**src/mjpf_regs.svh**
```systemverilog
`ifndef MJPF_REGS_SVH
`define MJPF_REGS_SVH

// -----------------------------------------------------------------------------
// Register offsets (byte addresses, one 32-bit word each)
// -----------------------------------------------------------------------------
`define MJPF_OFF_CTRL        12'h000
`define MJPF_OFF_STATUS      12'h004
`define MJPF_OFF_LOW_SPEED   12'h008
`define MJPF_OFF_DISTANCE    12'h00C
`define MJPF_OFF_UPPER_SPEED 12'h010
`define MJPF_OFF_TARGET      12'h014

// -----------------------------------------------------------------------------
// Control register field positions
// -----------------------------------------------------------------------------
`define MJPF_CTRL_JOG_FS_LSB 0
`define MJPF_CTRL_JOG_FS_MSB 1
`define MJPF_CTRL_STOP_FS    2
`define MJPF_CTRL_EZ_FS      3
`define MJPF_CTRL_MOV_FS     4
`define MJPF_CTRL_WDG_FS     5
`define MJPF_CTRL_GPO_LSB    8
`define MJPF_CTRL_GPO_MSB    11

// -----------------------------------------------------------------------------
// Reset values of pattern entry 31 and of the control word
// -----------------------------------------------------------------------------
`define MJPF_RST_CTRL        32'h0000_0000
`define MJPF_RST_TARGET      24'h00_0000
`define MJPF_RST_DISTANCE    24'd2000
`define MJPF_RST_LOW_SPEED   24'd2000
`define MJPF_RST_UPPER_SPEED 24'd2500

// -----------------------------------------------------------------------------
// Timing
// -----------------------------------------------------------------------------
`define MJPF_CLK_HZ          26'd40000000

`endif

```
**src/mjpf_pkg.sv**
```systemverilog
package mjpf_pkg;

    // Manual jog state, one-hot.
    typedef enum logic [2:0] {
        MJPF_IDLE  = 3'b001,
        MJPF_CONT  = 3'b010,
        MJPF_BURST = 3'b100
    } mjpf_state_e;

    // Function of shared inputs two and three.
    typedef enum logic [1:0] {
        MJPF_JOG_GP     = 2'h0,
        MJPF_JOG_STOP   = 2'h1,
        MJPF_JOG_CONT   = 2'h2,
        MJPF_JOG_SINGLE = 2'h3
    } mjpf_jog_fs_e;

endpackage

```
**src/mjpf_jog_if.sv**
```systemverilog
`timescale 1ns/1ps
// Carries jog switch levels and edges, and the step rate request and tick.
interface mjpf_jog_if #(parameter int SPEED_W = 24);
    logic               plus_lvl;
    logic               minus_lvl;
    logic               plus_rise;
    logic               minus_rise;
    logic               run;
    logic [SPEED_W-1:0] speed;
    logic               tick;
    modport sync_mp (output plus_lvl, minus_lvl, plus_rise, minus_rise);
    modport rate_mp (input run, speed, output tick);
    modport ctrl_mp (input plus_lvl, minus_lvl, plus_rise, minus_rise, tick, output run, speed);
endinterface

```
**src/mjpf_top.sv**
```systemverilog
// The APB slave port and the register offsets were left to the implementer.
`timescale 1ns/1ps
`include "mjpf_regs.svh"

module mjpf_top #(
    parameter int SPEED_W = 24,
    parameter int DIST_W  = 24
) (
    input  wire logic        pclk,
    input  wire logic        presetn,
    input  wire logic        psel,
    input  wire logic        penable,
    input  wire logic        pwrite,
    input  wire logic [11:0] paddr,
    input  wire logic [31:0] pwdata,
    output logic      [31:0] prdata,
    output logic             pready,
    output logic             pslverr,
    input  wire logic        gp_input_zero,
    input  wire logic        gp_input_one,
    input  wire logic        gp_input_two_plus_jog,
    input  wire logic        gp_input_three_minus_jog,
    input  wire logic        stop_factor_present,
    input  wire logic        watchdog_level,
    input  wire logic        net_reset_req,
    output logic             gp_output_zero,
    output logic             gp_output_one,
    output logic             gp_output_two_moving,
    output logic             gp_output_three_watchdog,
    output logic             encoder_zero_sensor,
    output logic             stop_signal,
    output logic             plus_stop_sensor,
    output logic             minus_stop_sensor,
    output logic             step_pulse,
    output logic             step_dir_minus
);
    // -------------------------------------------------------------------------
    // Declarations
    // -------------------------------------------------------------------------
    mjpf_jog_if #(.SPEED_W(SPEED_W)) jog ();

    mjpf_pkg::mjpf_state_e state_reg;
    logic [31:0]           ctrl_reg;
    logic [DIST_W-1:0]     dist_reg;
    logic [SPEED_W-1:0]    low_reg;
    logic [SPEED_W-1:0]    upper_reg;
    logic [DIST_W-1:0]     target_reg;
    logic [DIST_W-1:0]     remain_reg;
    logic                  soft_rst_reg;
    logic                  dir_reg;
    logic                  step_reg;
    logic                  apb_wr;
    logic                  apb_rd;
    logic                  manual_en;
    logic                  single_mode;
    logic                  start_ok;
    logic                  one_active;
    logic [1:0]            jog_fs;
    logic [31:0]           rd_word;
    logic                  rd_hit;

    // Writes land at the edge that sees pready high; reads are decoded one edge earlier, while pready is still low.
    assign apb_wr = psel & penable & pready & pwrite;
    assign apb_rd = psel & penable & ~pready;

    // Jog pins act only under the manual selections.
    assign jog_fs      = ctrl_reg[`MJPF_CTRL_JOG_FS_MSB:`MJPF_CTRL_JOG_FS_LSB];
    assign manual_en   = (jog_fs == mjpf_pkg::MJPF_JOG_CONT) | (jog_fs == mjpf_pkg::MJPF_JOG_SINGLE);
    assign single_mode = (jog_fs == mjpf_pkg::MJPF_JOG_SINGLE);
    assign one_active  = jog.plus_lvl ^ jog.minus_lvl;
    // A start needs no stop factor and a distance within the upper speed.
    assign start_ok    = manual_en & one_active & ~stop_factor_present
                         & (32'(dist_reg) <= 32'(upper_reg));

    // Step rate follows the lower speed while moving.
    assign jog.run   = (state_reg != mjpf_pkg::MJPF_IDLE);
    assign jog.speed = low_reg;

    // -------------------------------------------------------------------------
    // Submodules
    // -------------------------------------------------------------------------
    mjpf_jog_sync u_sync (
        .pclk     (pclk),
        .presetn  (presetn),
        .plus_in  (gp_input_two_plus_jog),
        .minus_in (gp_input_three_minus_jog),
        .jog      (jog.sync_mp)
    );

    mjpf_rate_gen #(.SPEED_W(SPEED_W)) u_rate (
        .pclk    (pclk),
        .presetn (presetn),
        .rate    (jog.rate_mp)
    );

    // -------------------------------------------------------------------------
    // Remote reset
    // -------------------------------------------------------------------------
    // A network reset request is registered, then restores the register file and jog state one cycle later.
    always_ff @(posedge pclk or negedge presetn) begin
        if (!presetn) begin
            soft_rst_reg <= 1'b0;
        end else begin
            soft_rst_reg <= net_reset_req;
        end
    end

    // -------------------------------------------------------------------------
    // Register file
    // -------------------------------------------------------------------------
    // Software-writable control word and pattern entry 31.
    always_ff @(posedge pclk or negedge presetn) begin
        if (!presetn) begin
            ctrl_reg   <= `MJPF_RST_CTRL;
            target_reg <= `MJPF_RST_TARGET;
            dist_reg   <= `MJPF_RST_DISTANCE;
            low_reg    <= `MJPF_RST_LOW_SPEED;
            upper_reg  <= `MJPF_RST_UPPER_SPEED;
        end else if (soft_rst_reg) begin
            ctrl_reg   <= `MJPF_RST_CTRL;
            target_reg <= `MJPF_RST_TARGET;
            dist_reg   <= `MJPF_RST_DISTANCE;
            low_reg    <= `MJPF_RST_LOW_SPEED;
            upper_reg  <= `MJPF_RST_UPPER_SPEED;
        end else if (apb_wr) begin
            case (paddr)
                `MJPF_OFF_CTRL:        ctrl_reg   <= pwdata & 32'h0000_0F3F;
                `MJPF_OFF_TARGET:      target_reg <= pwdata[DIST_W-1:0];
                `MJPF_OFF_DISTANCE:    dist_reg   <= pwdata[DIST_W-1:0];
                `MJPF_OFF_LOW_SPEED:   low_reg    <= pwdata[SPEED_W-1:0];
                `MJPF_OFF_UPPER_SPEED: upper_reg  <= pwdata[SPEED_W-1:0];
                default: ;
            endcase
        end
    end

    // Read multiplexer; status shows pins, motion and direction.
    always_comb begin
        rd_word = 32'h0000_0000;
        rd_hit  = 1'b1;
        case (paddr)
            `MJPF_OFF_CTRL:        rd_word = ctrl_reg;
            `MJPF_OFF_STATUS:      rd_word = {25'h000_0000, state_reg == mjpf_pkg::MJPF_BURST, dir_reg,
                                              jog.run, gp_input_three_minus_jog, gp_input_two_plus_jog,
                                              gp_input_one, gp_input_zero};
            `MJPF_OFF_TARGET:      rd_word = 32'(target_reg);
            `MJPF_OFF_DISTANCE:    rd_word = 32'(dist_reg);
            `MJPF_OFF_LOW_SPEED:   rd_word = 32'(low_reg);
            `MJPF_OFF_UPPER_SPEED: rd_word = 32'(upper_reg);
            default:               rd_hit  = 1'b0;
        endcase
    end

    // APB answer: one wait cycle, then pready with data or error.
    always_ff @(posedge pclk or negedge presetn) begin
        if (!presetn) begin
            pready  <= 1'b0;
            pslverr <= 1'b0;
            prdata  <= 32'h0000_0000;
        end else if (psel & penable & ~pready) begin
            pready  <= 1'b1;
            pslverr <= ~rd_hit;
            prdata  <= (apb_rd & ~pwrite) ? rd_word : 32'h0000_0000;
        end else begin
            pready  <= 1'b0;
            pslverr <= 1'b0;
        end
    end

    // -------------------------------------------------------------------------
    // Manual jog state machine
    // -------------------------------------------------------------------------
    // Idle waits for a valid request; bursts ignore new edges until done.
    always_ff @(posedge pclk or negedge presetn) begin
        if (!presetn) begin
            state_reg  <= mjpf_pkg::MJPF_IDLE;
            dir_reg    <= 1'b0;
            remain_reg <= '0;
        end else if (soft_rst_reg) begin
            state_reg  <= mjpf_pkg::MJPF_IDLE;
            dir_reg    <= 1'b0;
            remain_reg <= '0;
        end else begin
            case (state_reg)
                mjpf_pkg::MJPF_IDLE: begin
                    if (start_ok && !single_mode) begin
                        state_reg <= mjpf_pkg::MJPF_CONT;
                        dir_reg   <= jog.minus_lvl;
                    end else if (start_ok && (jog.plus_rise || jog.minus_rise) && dist_reg != '0) begin
                        state_reg  <= mjpf_pkg::MJPF_BURST;
                        dir_reg    <= jog.minus_lvl;
                        remain_reg <= dist_reg;
                    end
                end
                mjpf_pkg::MJPF_CONT: begin
                    if (!manual_en || single_mode || !one_active || stop_factor_present
                        || (jog.minus_lvl != dir_reg)) begin
                        state_reg <= mjpf_pkg::MJPF_IDLE;
                    end
                end
                mjpf_pkg::MJPF_BURST: begin
                    if (stop_factor_present) begin
                        state_reg <= mjpf_pkg::MJPF_IDLE;
                    end else if (jog.tick) begin
                        remain_reg <= remain_reg - 1'b1;
                        if (remain_reg == DIST_W'(1)) begin
                            state_reg <= mjpf_pkg::MJPF_IDLE;
                        end
                    end
                end
                default: state_reg <= mjpf_pkg::MJPF_IDLE;
            endcase
        end
    end

    // -------------------------------------------------------------------------
    // Step output
    // -------------------------------------------------------------------------
    // One-cycle step pulse per rate tick while moving.
    always_ff @(posedge pclk or negedge presetn) begin
        if (!presetn) begin
            step_pulse     <= 1'b0;
            step_dir_minus <= 1'b0;
            step_reg       <= 1'b0;
        end else begin
            step_reg       <= jog.tick & jog.run & ~soft_rst_reg;
            step_pulse     <= jog.tick & jog.run & ~soft_rst_reg;
            step_dir_minus <= dir_reg;
        end
    end

    // -------------------------------------------------------------------------
    // Shared pin routing
    // -------------------------------------------------------------------------
    // Alternate functions take the pins; otherwise they stay general purpose.
    always_ff @(posedge pclk or negedge presetn) begin
        if (!presetn) begin
            gp_output_zero           <= 1'b0;
            gp_output_one            <= 1'b0;
            gp_output_two_moving     <= 1'b0;
            gp_output_three_watchdog <= 1'b0;
            encoder_zero_sensor      <= 1'b0;
            stop_signal              <= 1'b0;
            plus_stop_sensor         <= 1'b0;
            minus_stop_sensor        <= 1'b0;
        end else begin
            gp_output_zero           <= ctrl_reg[`MJPF_CTRL_GPO_LSB];
            gp_output_one            <= ctrl_reg[`MJPF_CTRL_GPO_LSB + 1];
            gp_output_two_moving     <= ctrl_reg[`MJPF_CTRL_MOV_FS] ? jog.run
                                        : ctrl_reg[`MJPF_CTRL_GPO_LSB + 2];
            gp_output_three_watchdog <= ctrl_reg[`MJPF_CTRL_WDG_FS] ? watchdog_level
                                        : ctrl_reg[`MJPF_CTRL_GPO_MSB];
            encoder_zero_sensor      <= ctrl_reg[`MJPF_CTRL_EZ_FS] & gp_input_zero;
            stop_signal              <= ctrl_reg[`MJPF_CTRL_STOP_FS] & gp_input_one;
            plus_stop_sensor         <= (jog_fs == mjpf_pkg::MJPF_JOG_STOP) & gp_input_two_plus_jog;
            minus_stop_sensor        <= (jog_fs == mjpf_pkg::MJPF_JOG_STOP) & gp_input_three_minus_jog;
        end
    end
endmodule

```
**src/mjpf_jog_sync.sv**
```systemverilog
`timescale 1ns/1ps
// Two-flop synchroniser and rising-edge detector for the jog switches.
module mjpf_jog_sync (
    input  wire logic   pclk,
    input  wire logic   presetn,
    input  wire logic   plus_in,
    input  wire logic   minus_in,
    mjpf_jog_if.sync_mp jog
);
    logic [1:0] meta_reg;
    logic [1:0] sync_reg;
    logic [1:0] prev_reg;

    // First stage feeds only the second stage.
    always_ff @(posedge pclk or negedge presetn) begin
        if (!presetn) begin
            meta_reg <= 2'h0;
            sync_reg <= 2'h0;
            prev_reg <= 2'h0;
        end else begin
            meta_reg <= {minus_in, plus_in};
            sync_reg <= meta_reg;
            prev_reg <= sync_reg;
        end
    end

    // Levels and inactive-to-active edges.
    assign jog.plus_lvl   = sync_reg[0];
    assign jog.minus_lvl  = sync_reg[1];
    assign jog.plus_rise  = sync_reg[0] & ~prev_reg[0];
    assign jog.minus_rise = sync_reg[1] & ~prev_reg[1];
endmodule

```
**src/mjpf_rate_gen.sv**
```systemverilog
`timescale 1ns/1ps
`include "mjpf_regs.svh"
// Phase accumulator: emits one-cycle ticks at speed pulses per second.
module mjpf_rate_gen #(
    parameter int SPEED_W = 24
) (
    input  wire logic   pclk,
    input  wire logic   presetn,
    mjpf_jog_if.rate_mp rate
);
    logic [25:0] acc_reg;
    logic [25:0] acc_sum;
    logic        tick_reg;

    assign acc_sum   = acc_reg + 26'(rate.speed);
    assign rate.tick = tick_reg;

    // Accumulate the rate each cycle and wrap at the clock frequency.
    always_ff @(posedge pclk or negedge presetn) begin
        if (!presetn) begin
            acc_reg  <= 26'h000_0000;
            tick_reg <= 1'b0;
        end else if (!rate.run) begin
            acc_reg  <= 26'h000_0000;
            tick_reg <= 1'b0;
        end else if (acc_sum >= `MJPF_CLK_HZ) begin
            acc_reg  <= acc_sum - `MJPF_CLK_HZ;
            tick_reg <= 1'b1;
        end else begin
            acc_reg  <= acc_sum;
            tick_reg <= 1'b0;
        end
    end
endmodule

```
**config.mk**
```make
export PLATFORM = sky130hd
export DESIGN_NAME = mjpf_top
export DESIGN_NICKNAME = d
export VERILOG_FILES = /design/src/mjpf_pkg.sv /design/src/mjpf_jog_if.sv /design/src/mjpf_top.sv /design/src/mjpf_jog_sync.sv /design/src/mjpf_rate_gen.sv
export VERILOG_INCLUDE_DIRS = /design/src /design/src/src
export SDC_FILE = /design/constraint.sdc
export NUM_CORES = 1
export LEC_CHECK = 0
export ABC_AREA = 0
export ABC_CLOCK_PERIOD_IN_PS = 4500
export BUFFER_PORTS_ARGS = -buffer_cell sky130_fd_sc_hd__buf_2
export CAP_MARGIN = 10
export CELL_PAD_IN_SITES_DETAIL_PLACEMENT = 1
export CELL_PAD_IN_SITES_GLOBAL_PLACEMENT = 2
export CORE_MARGIN = 5
export CORE_UTILIZATION = 39
export CTS_BUF_LIST = sky130_fd_sc_hd__clkbuf_8
export DETAILED_ROUTE_END_ITERATION = 6
export GPL_TIMING_DRIVEN = 0
export PLACE_DENSITY = 0.83
export RECOVER_POWER = 25
export REMOVE_ABC_BUFFERS = 1
export SETUP_SLACK_MARGIN = 0.4
export SLEW_MARGIN = 5
export SYNTH_ARGS = -nofsm -noshare
export SYNTH_HDL_FRONTEND = slang
export SYNTH_SLANG_ARGS = --single-unit
```
**constraint.sdc**
```tcl
create_clock -name pclk -period 4.5 [get_ports pclk]
set_clock_uncertainty 0.2 [all_clocks]
set_input_delay 0.225 -clock pclk [delete_from_list [all_inputs] [get_ports pclk]]
set_output_delay 0.225 -clock pclk [all_outputs]
set_load 0.02 [all_outputs]
```
Word-level counts from Yosys, hierarchy flattened
Index checks and enable logic that the tools add are counted.
W data, S select, Z words.
{"block": "word_totals", "ff_bits": 234, "output_inout_bits": 44, "wordCells": 154}
{"block": "op_classes", "addsub": 3, "n_lt_le_gt_ge": 2, "eq_ne": 22, "mux": 44, "bitwise_logic": 25, "n_reduce_logical": 31}
{"operator": "$mux W24", "n": 17}
{"operator": "$pmux W32 S6", "n": 1}
{"operator": "$mux W32", "n": 4}
{"operator": "$mux W26", "n": 2}
{"operator": "$pmux W24 S2", "n": 1}
{"operator": "$add A26 B24 Y26", "n": 1}
{"operator": "$ge A26 B26 Y1 const B", "n": 1}
{"operator": "$sub A26 B26 Y26 const B", "n": 1}
{"operator": "$eq A12 B4 Y1 const B", "n": 2}
{"operator": "$eq A12 B5 Y1 const B", "n": 2}
{"operator": "$eq A24 B1 Y1 const B", "n": 1}
{"operator": "$le A24 B24 Y1", "n": 1}
{"operator": "$reduce_bool A24 Y1", "n": 1}
{"operator": "$sub A24 B1 Y24 const B", "n": 1}
{"operator": "$mux W3", "n": 7}
{"operator": "$and A1 B1 Y1", "n": 16}
{"operator": "$reduce_bool A2 Y1", "n": 7}
{"operator": "$eq A12 B3 Y1 const B", "n": 1}
{"operator": "$logic_not A12 Y1", "n": 1}
{"operator": "$ne A3 B3 Y1 const B", "n": 4}
{"operator": "$reduce_and A2 Y1", "n": 6}
{"operator": "$mux W1", "n": 11}
{"operator": "$pmux W3 S3", "n": 1}
{"operator": "$ne A4 B3 Y1 const B", "n": 2}
{"operator": "other kinds (19)", "n": 35}

Depth between registers and ports, before layout
Gate-level depths: netlist of the first run.
{"block": "logic_depth", "depth_word": 11, "mapped_depth": 13, "ltp_nobuf": 13}

Modules after synthesis
Synthesis of the first run repeated with hierarchy kept, for this count alone.
{"block": "hier_totals", "hier_cells": 1327, "area_unflattened_um2": 12214.2}
{"module": "mjpf_top", "n_inst": 1, "cells_per_inst": 939, "area_per_inst_um2": 8847.2}
{"module": "mjpf_rate_gen", "n_inst": 1, "cells_per_inst": 380, "area_per_inst_um2": 3189.3}
{"module": "mjpf_jog_sync", "n_inst": 1, "cells_per_inst": 8, "area_per_inst_um2": 177.7}

Worst setup path before layout of the first run
No wires, ideal clock.
{"block": "synth_path", "path_type": "reg-to-reg", "startpoint": "reg low_reg[0], in the netlist jog.speed[0]", "endpoint": "reg u_rate.acc_reg[10]", "setup_time_ns": 0.096, "arrival_time_ns": 3.271, "t_required_ns": 4.204, "path_slack_ns": 0.933, "stages_incl_launch_ff": 14, "synth_period_minus_slack_ns": 3.567, "cell_sequence": "dfrtp_1 > ha_1 > fa_1 > a211oi_1 > o21ai_1 > a41oi_4 > o21bai_2 > xnor2_1 > nor2_1 > nand4_1 > a31o_4 > buf_6 > or3_1 > o31ai_1"}
{"block": "synth_via", "elab_chain_len": 4, "elab_cells_between_ends": 5, "cone_classes": "2 x add/sub; 1 x order compare; 2 x mux"}
{"element": "start: declaration", "line_no": "mjpf_top.sv:45", "source": "logic [SPEED_W-1:0] low_reg;"}
{"element": "start signal: assignment", "line_no": "mjpf_top.sv:117", "source": "low_reg <= `MJPF_RST_LOW_SPEED;"}
{"element": "start signal: assignment", "line_no": "mjpf_top.sv:123", "source": "low_reg <= `MJPF_RST_LOW_SPEED;"}
{"element": "start signal: assignment", "line_no": "mjpf_top.sv:130", "source": "`MJPF_OFF_LOW_SPEED: low_reg <= pwdata[SPEED_W-1:0];"}
{"element": "$add A26 B24 Y26 (*)", "line_no": "mjpf_rate_gen.sv:15", "source": "assign acc_sum = acc_reg + 26'(rate.speed);"}
{"element": "$sub A26 B26 Y26 (no line) or $ge A26 B26 Y1 (tied branches)"}
{"element": "$mux W26 (*)", "line_no": "mjpf_rate_gen.sv:26", "source": "end else if (acc_sum >= `MJPF_CLK_HZ) begin"}
{"element": "$mux W26 (*)", "line_no": "mjpf_rate_gen.sv:23", "source": "end else if (!rate.run) begin"}
{"element": "end signal: assignment", "line_no": "mjpf_rate_gen.sv:27", "source": "acc_reg <= acc_sum - `MJPF_CLK_HZ;"}
{"element": "end signal: assignment", "line_no": "mjpf_rate_gen.sv:30", "source": "acc_reg <= acc_sum;"}
{"element": "end: declaration", "line_no": "mjpf_rate_gen.sv:11", "source": "logic [25:0] acc_reg;"}
Mark *: on every way between the ends. The rest lies on a longest branch, timed or not.
A chain may end at the register's enable or synchronous reset.

Worst setup path in the final report of the first run
{"block": "layout_path", "startpoint": "reg low_reg[6], in the netlist jog.speed[6]", "endpoint": "reg u_rate.acc_reg[16]"}
The elaborated chain is that of the path after synthesis.

==> results.toml, run 1 <==
[run]
max-cap-violations = 1

[routing]
drt_iter0_markers = 701
ant_nets = 0
drtPass1Iterations = 5
dr_wl_met2_microns = 20200
viasPerCell = 5.82
dr_wl_met3_microns = 1950
wl_per_cell_microns = 21.9
vias = 11000
top_layer = "met4"
drcViolationCount = 0
routed_wl_microns = 41400
m1WireLength_microns = 18400

[synthesis]
synth_edf_count = 0
syn-instance-count = 1357
yosys_warnings = 0
ys_seq_elements = 204
async_flop_share_pct = 100
yosysUniqueCellTypes = 88
syn_area_per_cell_sq_um = 8.81
seq_area_frac_synth_pct = 42.9
synth-main-ff-cell = "dfrtp_1"
syn-cell-area_sq_um = 12000

[min_path]
hold_depth = 3
min_from = "paddr[4]"
holdPathEnd = "pslverr"
worstHoldPathType = "input pin to flip-flop"

[timing]
fin_tns_setup_ns = 0
finalSetupViolations = 0
fmax_mhz = 250
grt_setup_unrepaired = "false"
slew_headroom_pct = -110
tightest_slew_ns = 3.15
min_period_ns = 3.99
drv_slew = 63
period_share_pct = 88.7
hold_viol_final = 0

[clock_tree]
cts_root_buffer = "clkbuf_8"
cts.sinks = 204
cts_max_level = 2
clockBufferDepth = 3
clk_pin_slew_ns = 0.07
cts_buffers = 40
cts_tree = "built"
clock_latency_ns = 0.55

[finish]
area_growth_pct = 18.3
layout-drive-gt1-share_pct = 16.3
n_fill_cell = 3590
largest_reg_flops = 26
nNetsFinal = 1569
fin_cells = 1888
layout_common_cells = "256 x nand2_1, 184 x dfrtp_1, 148 x a21oi_1"
multi_input_area_sq_um = 6510
diodes = 0
layout_commonest_cell = "nand2_1"
seq_area_sq_um = 5130
utilization_pct = 46.5

[grt]
grtUsageTotal_pct = 24.3
grt_pass1_vias = 11600
antenna_found_initial = 0
grt_pass1_wl_microns = 65900
globalRouteOverflowTotal = 0
grt_max_degree = 73

[placement]
dp.cells = 1774
io_buffer_count = 83
gp_congestion = 0.890
hpwl_microns = 29200

[die]
pin_count = 100
die_h_microns = 185
die_x_microns = 185
core_sq_um = 30400
dieArea_sq_um = 34200
fp-row-count = 64
start_util_pct = 39.3

[setup_path]
cp.arrival_ns = 4.24
startpoint_type = "flip-flop"
cp_data_required_time_ns = 4.75
rr_endpoint = "u_rate.acc_reg[16]"
reg2reg_depth = 11
r2r_setup_slack_ns = 0.51
path_class = "flip-flop to flip-flop"
rr_startpoint = "jog.speed[6]"
cp_max_fo = 12
end_kind = "flip-flop"

[run_status]
outcome = "finished, violations left"
violations = "capacitance limit, slew limit"

[power]
vdd_drop_max_mv = 0.162
power.density_nw_per_um2 = 277
p_leak_nw = 6.42
[final cells by class]
type                    instances  area share, %
clock buffers                  49           4.77
clock inverters                24          0.920
inverters                      35          0.929
multi-input cells            1040           46.0
flip-flops and latches        204           36.3
well taps                     396           3.50
repair buffers                140           7.55
[cell families (layout without fill, tap and decap cells)]
kind of cell,Yosys count,count (layout),share of synthesized area [%]
DFF,204,204,42.9
xor gates and xnor gates,19,19,1.52
and+or+nand+nor,534,534,20.8
adders and majority gates,52,52,5.51
muxes,41,41,3.46
buffers and inverters,120,248,4.19
AOI/OAI and AO/OA,386,386,21.6
other,1,8,0.0314
[metal layers]
metal	vias up	track usage, %
met4	0	5.84
met2	247	41.1
met1	5588	32.8
met3	68	3.81
met5	-	0
li1	5076	-
[synthesized netlist by cell type, types with 9 or more instances]
master	n	area, sq um
a211oi_1	11	82.6
a21o_1	18	135
a21oi_1	151	756
a221o_1	30	300
a32o_1	18	180
and2_1	18	113
clkbuf_1	69	259
dfrtp_1	186	4650
dfstp_2	18	473
ha_1	51	638
inv_1	35	131
mux2i_1	39	390
nand2_1	257	965
nand3_1	23	115
nand3b_1	15	113
nand4_1	18	113
nor2_1	101	379
nor3_1	24	120
nor4_1	16	100
o21ai_0	68	340
or3_1	17	106
xnor2_1	9	78.8
[report_power, final]
group          total, mW  switching [mW]  leakage [nW]  internal, mW
sequential          1.85          0.0121          2.77          1.84
clock               1.88           0.836         0.472          1.04
combinational      0.190           0.121          3.17        0.0692
total               3.92           0.970          6.42          2.95
[worst max-delay path by stage]
stage / start / endpoint / slack (ns) / depth (start not counted)
4_1_cts: jog.speed[0] / u_rate.acc_reg[16] / 0.41 / 13
3_3_place_gp: pready / prdata[5] / -1.71 / 4
2_1_floorplan: jog.speed[0] / u_rate.acc_reg[16] / 0.97 / 12
3_5_place_dp: jog.speed[0] / u_rate.acc_reg[16] / -0.01 / 12
5_1_grt: jog.speed[6] / u_rate.acc_reg[16] / 0.40 / 11
6_report: jog.speed[6] / u_rate.acc_reg[16] / 0.51 / 11
[what timing repair did]
| item | in CTS | in global routing |
|---|---|---|
| setup endpoints to repair | 30 | 30 |
| gates resized for setup | 8 | 13 |
| hold buffers | 34 | 0 |
| gates cloned | 0 | 0 |
| endpoints found under the hold margin | 318 | 0 |
| setup buffers | 3 | 4 |
| pin swaps | 3 | 9 |
[worst max-delay path, cell delays in order, from the launching register on]
cell and delay, ns:
dfstp_2 0.59, ha_1 0.36, a21oi_1 0.37, o21ai_0 0.20
a22o_1 0.28, o21ba_4 0.24, a211oi_4 0.34, nor3b_4 0.32
o211ai_2 0.16, a31o_4 0.30, or3_1 0.37, a21oi_2 0.16
[metrics by stage]
step | power (mW) | instance area (sq um) | hold slack, ns | setup WS, ns
3_3_place_gp | 2.04 | 12500 | 0.135 | -1.71
4_1_cts | 3.97 | 14000 | 0.00494 | 0.411
2_1_floorplan | 1.93 | 11600 | -0.271 | 0.967
5_1_grt | 4.08 | 14100 | 0.0459 | 0.398
6_report | 3.92 | 14100 | 0.0361 | 0.508
3_5_place_dp | 2.05 | 12800 | 0.0167 | -0.00985
Note: power is estimated with default switching activity, not from simulation.
==> run 2, diff against run 1 <==
PLACE_DENSITY = default   (was 0.83)
PLACE_DENSITY_LB_ADDON = 0.1   (was default)
==> run 2 against run 1 <==
Net effect:
- the run ends with hold timing, capacitance limit, slew limit left
- via count is 1.1% lower
- clock power hardly changed
- critical path depth is 1 higher
- combinational power hardly changed
- first-iteration DRC count is 14% lower
- setup slack worse by 0.049 ns
- cell area is 0.97% higher
- global-route usage is 0.48 points higher
- hold slack worse by 0.045 ns
- register-to-register slack worse by 0.05 ns
- die area stayed put
- largest cell class unchanged
==> results.toml, run 2 (synthesis gave the netlist of run 1 again) <==
[routing]
drt_iter0_markers = 605
viasPerCell = 5.71
drtPass1Iterations = 4
ant_nets = 0
drcViolationCount = 0
wl_per_cell_microns = 22.3
routed_wl_microns = 42300
vias = 10900

[grt]
grtUsageTotal_pct = 24.8
grt_pass1_wl_microns = 66900
grt_max_degree = 80
antenna_found_initial = 0
grt_pass1_vias = 11500
globalRouteOverflowTotal = 0

[setup_path]
critPathLaunch = "jog.speed[6]"
cp_data_required_time_ns = 4.74
cp_max_fo = 7
startpoint_type = "flip-flop"
r2r_setup_slack_ns = 0.46
rr_startpoint = "jog.speed[6]"
path_class = "flip-flop to flip-flop"
cp.arrival_ns = 4.28
end_kind = "flip-flop"

[timing]
hold_viol_final = 1
slew_headroom_pct = -14.8
tightest_slew_ns = 1.72
setup_slack_ns = 0.459
hold_slack_ns = -0.00912
drv_slew = 65
finalSetupViolations = 0
period_share_pct = 89.8
grt_setup_unrepaired = "true"
fmax_mhz = 247
min_period_ns = 4.04

[finish]
layout_common_cells = "256 x nand2_1, 184 x dfrtp_1, 148 x a21oi_1"
area_growth_pct = 19.5
utilization_pct = 46.9
layout_commonest_cell = "nand2_1"
layout-drive-gt1-share_pct = 16.9
nNetsFinal = 1583
largest_reg_flops = 26

[die]
die_h_microns = 185
pin_count = 100
start_util_pct = 39.3
dieArea_sq_um = 34200
core_sq_um = 30400
die_x_microns = 185
fp-row-count = 64

[clock_tree]
cts_root_buffer = "clkbuf_8"
clockBufferDepth = 3
cts.sinks = 204
cts_buffers = 41
clock_latency_ns = 0.55
cts_tree = "built"
cts_max_level = 2
clk_pin_slew_ns = 0.06

[placement]
gp_congestion = 0.851
hpwl_microns = 29500
dp_slack_ns = -0.0964
io_buffer_count = 83

[min_path]
worstHoldPathType = "input pin to asynchronous set/reset pin"

[power]
vdd_drop_max_mv = 0.167
totalPowerFinal_mw = 3.91
power.density_nw_per_um2 = 274
p_leak_nw = 6.50

[run_status]
outcome = "finished, violations left"
violations = "hold timing, capacitance limit, slew limit"

[run]
max-cap-violations = 1
## run 2: critical path: stages, from the launching register on
cell and delay (ns):
dfstp_2 0.60, ha_1 0.36, a21oi_1 0.40, o21ai_0 0.19, a22o_1 0.28, o21ba_4 0.24
a211oi_4 0.34, nor3b_4 0.34, o211ai_4 0.15, a31o_4 0.28, buf_12 0.13, or3_1 0.35
o31ai_1 0.07
## run 2: timing repair
action | 4_1_cts | 5_1_grt
hold buffers | 35 | 0
pin swaps | 4 | 10
buffers inserted | 7 | 9
endpoints found under the hold margin | 240 | 0
resized for setup | 11 | 15
endpoints found under the setup margin | 32 | 32
## run 2: layout make-up
cell class,instances,area [sq um]
repair buffers,153,1160
inverters,35,131
fillers,3558,16200
clock inverters,21,86.3
flip-flops and latches,204,5130
multi-input cells,1040,6550
well taps,396,495
clock buffers,52,716
diodes,1,2.50
## run 2: layer usage
layer  vias to the layer above  wire length [microns]  GRT usage [%]
li1                       5106                      -              -
met1                      5543                  19400           33.5
met2                       157                  21000           42.9
met3                        50                   1290           3.10
met4                         0                    602           4.90
met5                         -                      0              0
## run 2: path summary, 6_finish.rpt
check,end,cells past startpoint
max,u_rate.acc_reg[10],12
min,plus_stop_sensor,2
max reg2reg,u_rate.acc_reg[10],12
min reg2reg,u_sync.sync_reg[0],0
max in group asynchronous,u_rate.acc_reg[22],4
min in group pclk,soft_rst_reg,2
## run 2: through the flow
stage | cells | hold slack, ns | TNS (ns) | cell area, sq um
global route | 1901 | 0.0194 | 0 | 14300
CTS | 1890 | 0.00371 | 0 | 14100
global placement | 1758 | 0.134 | -308.52 | 12500
floorplan | 1279 | -0.271 | 0 | 11600
finish | 1902 | -0.00912 | 0 | 14300
detailed placement | 1775 | -0.00120 | -0.237 | 12800
## run 2: power breakdown
group / switching, mW / total, mW / leakage [nW] / internal [mW]
Clock: 0.837 / 1.87 / 0.476 / 1.03
Combinational: 0.122 / 0.188 / 3.25 / 0.0662
Sequential: 0.0114 / 1.85 / 2.77 / 1.84
==> run 3, diff against run 2 <==
ABC_AREA = 1   (was 0)
ABC_CLOCK_PERIOD_IN_PS = 3790   (was 4500)
CORE_UTILIZATION = 36   (was 39)
clock period = 3.79 ns   (was 4.5 ns; I/O delays follow)
==> run 3 against run 2 <==
Net effect:
- the flow now finishes without violations
- global-route usage decreased by 1.4 points
- sequential power increased by 54%
- sequential cell count did not move
- synthesized cell count rose by 28%
- area after synthesis up 5.1%
- utilization shrank 3.3 points
- highest routed layer unchanged
- sequential share of layout area shrank 1.8 points
- first-iteration DRC count shrank 9.9%
==> results.toml, run 3 <==
[run_status]
outcome = "finished, final reports clean"

[synthesis]
yosysUniqueCellTypes = 53
synth_area_leaders = "dfrtp_1 37%, nand2_1 17%, o21ai_0 7.3%"
seq_area_frac_synth_pct = 40.8
yosysMostFrequentCell = "nand2_1"
yosysTopAreaCell = "dfrtp_1"
syn-cell-area_sq_um = 12600
ys_seq_elements = 204
syn_area_per_cell_sq_um = 7.24
syn-instance-count = 1735
synth_edf_count = 0
async_flop_share_pct = 100
yosys.area.top_type_share_pct = 37.1
yosys_warnings = 0
synth.top_cells.by_count = "563 x nand2_1, 186 x dfrtp_1, 184 x o21ai_0, 180 x inv_1, 135 x nor2_1"
synth-main-ff-cell = "dfrtp_1"

[placement]
dp.cells = 2228
io_buffer_count = 83
gp_congestion = 0.830
hpwl_microns = 33900

[setup_path]
rr_endpoint = "u_rate.acc_reg[23]"
cp_max_fo = 5
cp_common_cell = "nand2_1"
cp_slowest_cell = "dfrtp_2"
end_kind = "flip-flop"
cp_data_required_time_ns = 4.05
cp.arrival_ns = 3.47
r2r_setup_slack_ns = 0.58
rr_startpoint = "jog.speed[0]"
endpoint = "u_rate.acc_reg[23]"
path_class = "flip-flop to flip-flop"
max_stage_delay_ns = 0.49
startpoint_type = "flip-flop"
worstPathCellList = "ha_4 > fa_2 > nand3_1 > nand3_2 > nand2_1 > nand2_2 > ha_1 > inv_1 > nand3_2 > nor2_2 > nand2_1 > nand2_1 > nand2_2 > nand2_2 > nand2_1 > nand2_1 > nand2_1 > nand2_1 > nand2_1 > nor2_1"
reg2reg_depth = 20
critPathLaunch = "jog.speed[0]"

[finish]
seq_area_sq_um = 5130
n_fill_cell = 4309
area_growth_pct = 19.7
largest_reg_flops = 26
diodes = 0
layout-drive-gt1-share_pct = 16.6
fin_cells = 2347
nNetsFinal = 1971
multi_input_area_sq_um = 6730
layout_commonest_cell = "nand2_1"
layout_common_cells = "545 x nand2_1, 194 x inv_1, 184 x o21ai_0, 184 x dfrtp_1, 127 x nor2_1"

[routing]
viasPerCell = 5.14
wl_per_cell_microns = 19.7
routed_wl_microns = 46200
vias = 12100
drtPass1Iterations = 5
drt_iter0_markers = 545
drcViolationCount = 0
ant_nets = 0

[die]
die_h_microns = 197
core_sq_um = 34500
die_x_microns = 197
dieArea_sq_um = 38700
pin_count = 100
fp-row-count = 68
start_util_pct = 36.4

[power]
vdd_drop_max_mv = 0.354
p_leak_nw = 7.49
power.density_nw_per_um2 = 603
totalPowerFinal_mw = 9.07

[clock_tree]
cts.sinks = 204
clk_pin_slew_ns = 0.06
clock_latency_ns = 0.56
cts_root_buffer = "clkbuf_8"
cts_max_level = 2
clockBufferDepth = 3
cts_tree = "built"
cts_buffers = 40

[timing]
hold_viol_final = 0
period_share_pct = 84.6
grt_setup_unrepaired = "true"
fmax_mhz = 312
min_period_ns = 3.21
drv_slew = 0
finalSetupViolations = 0
slew_headroom_pct = 14.9
tightest_slew_ns = 1.28

[min_path]
worstHoldPathType = "input pin to flip-flop"

[grt]
globalRouteOverflowTotal = 0
antenna_found_initial = 0
grt_max_degree = 101
grtUsageTotal_pct = 23.3
grt_pass1_vias = 12400
grt_pass1_wl_microns = 71300

[run]
max-cap-violations = 0
[run 3: what timing repair did]
action | 4_1_cts | 5_1_grt
gates cloned | 0 | 0
endpoints found under the hold margin | 229 | 0
endpoints found under the setup margin | 51 | 18
setup buffers | 1 | 10
hold buffers | 36 | 0
resized for setup | 11 | 50
pin swaps | 1 | 8
[run 3: cell families after synthesis]
kind of cell	count (synthesis)	share of synthesized area, %
multiplexers	1	0.0797
other	1	0.0299
AO/OA/AOI/OAI	295	13.2
XOR/XNOR	17	1.19
adder cells (fa/ha/maj)	52	5.24
flip-flops	204	40.8
AND/OR/NAND/NOR	911	31.4
buffers and inverters	254	8.08
[run 3: layout make-up]
cell class | instances | area share, %
inverter | 194 | 4.85
timing repair buffer | 139 | 7.08
clock buffer | 53 | 4.85
clock inverter | 18 | 0.491
tap | 455 | 3.79
sequential | 204 | 34.1
multi-input combinational | 1284 | 44.8
[run 3: power by group]
group,internal (mW),switching [mW],total [mW]
clock network,1.24,1.00,2.25
logic,1.32,2.66,3.98
registers,2.53,0.315,2.84
[run 3: layer usage]
| metal | share of wire (%) | wire length (microns) | GRT usage, % | vias to the layer above |
|---|---|---|---|---|
| li1 | - | - | - | 5884 |
| met1 | 45 | 20700 | 30.9 | 5962 |
| met2 | 50 | 23200 | 41.2 | 168 |
| met3 | 3.2 | 1490 | 2.70 | 55 |
| met4 | 1.8 | 854 | 5.03 | 0 |
| met5 | 0 | 0 | 0 | - |
[run 3: worst max-delay path, delay by kind of cell, from the launching register on]
kind	cells	cell delay, ns
fa+ha+maj	3	0.84
buf+inv	1	0.07
flops	1	0.49
simple gates	16	1.52
[run 3: worst min path at each step]
stage	from	endpoint	slack (ns)	cells past startpoint
2_1_floorplan	presetn	ctrl_reg[0]	-0.31	0
3_3_place_gp	net_reset_req	soft_rst_reg	0.12	1
3_5_place_dp	presetn	encoder_zero_sensor	-0.21	1
4_1_cts	presetn	plus_stop_sensor	0.08	3
5_1_grt	net_reset_req	soft_rst_reg	0.14	2
6_report	psel	ctrl_reg[4]	0.14	5
[run 3: stage by stage]
stage          utilization [%]  worst slack [ns]  area [sq um]  setup TNS [ns]  hold WS (ns)
2_1_floorplan                -             0.399         12300               0        -0.306
6_report                  43.6             0.582         15000               0         0.135
3_3_place_gp              38.6             -2.88         13300         -480.06         0.116
5_1_grt                   43.6             0.363         15000               0         0.135
4_1_cts                   42.8             0.394         14700               0        0.0801
3_5_place_dp              39.3            -0.323         13500           -6.30        -0.211
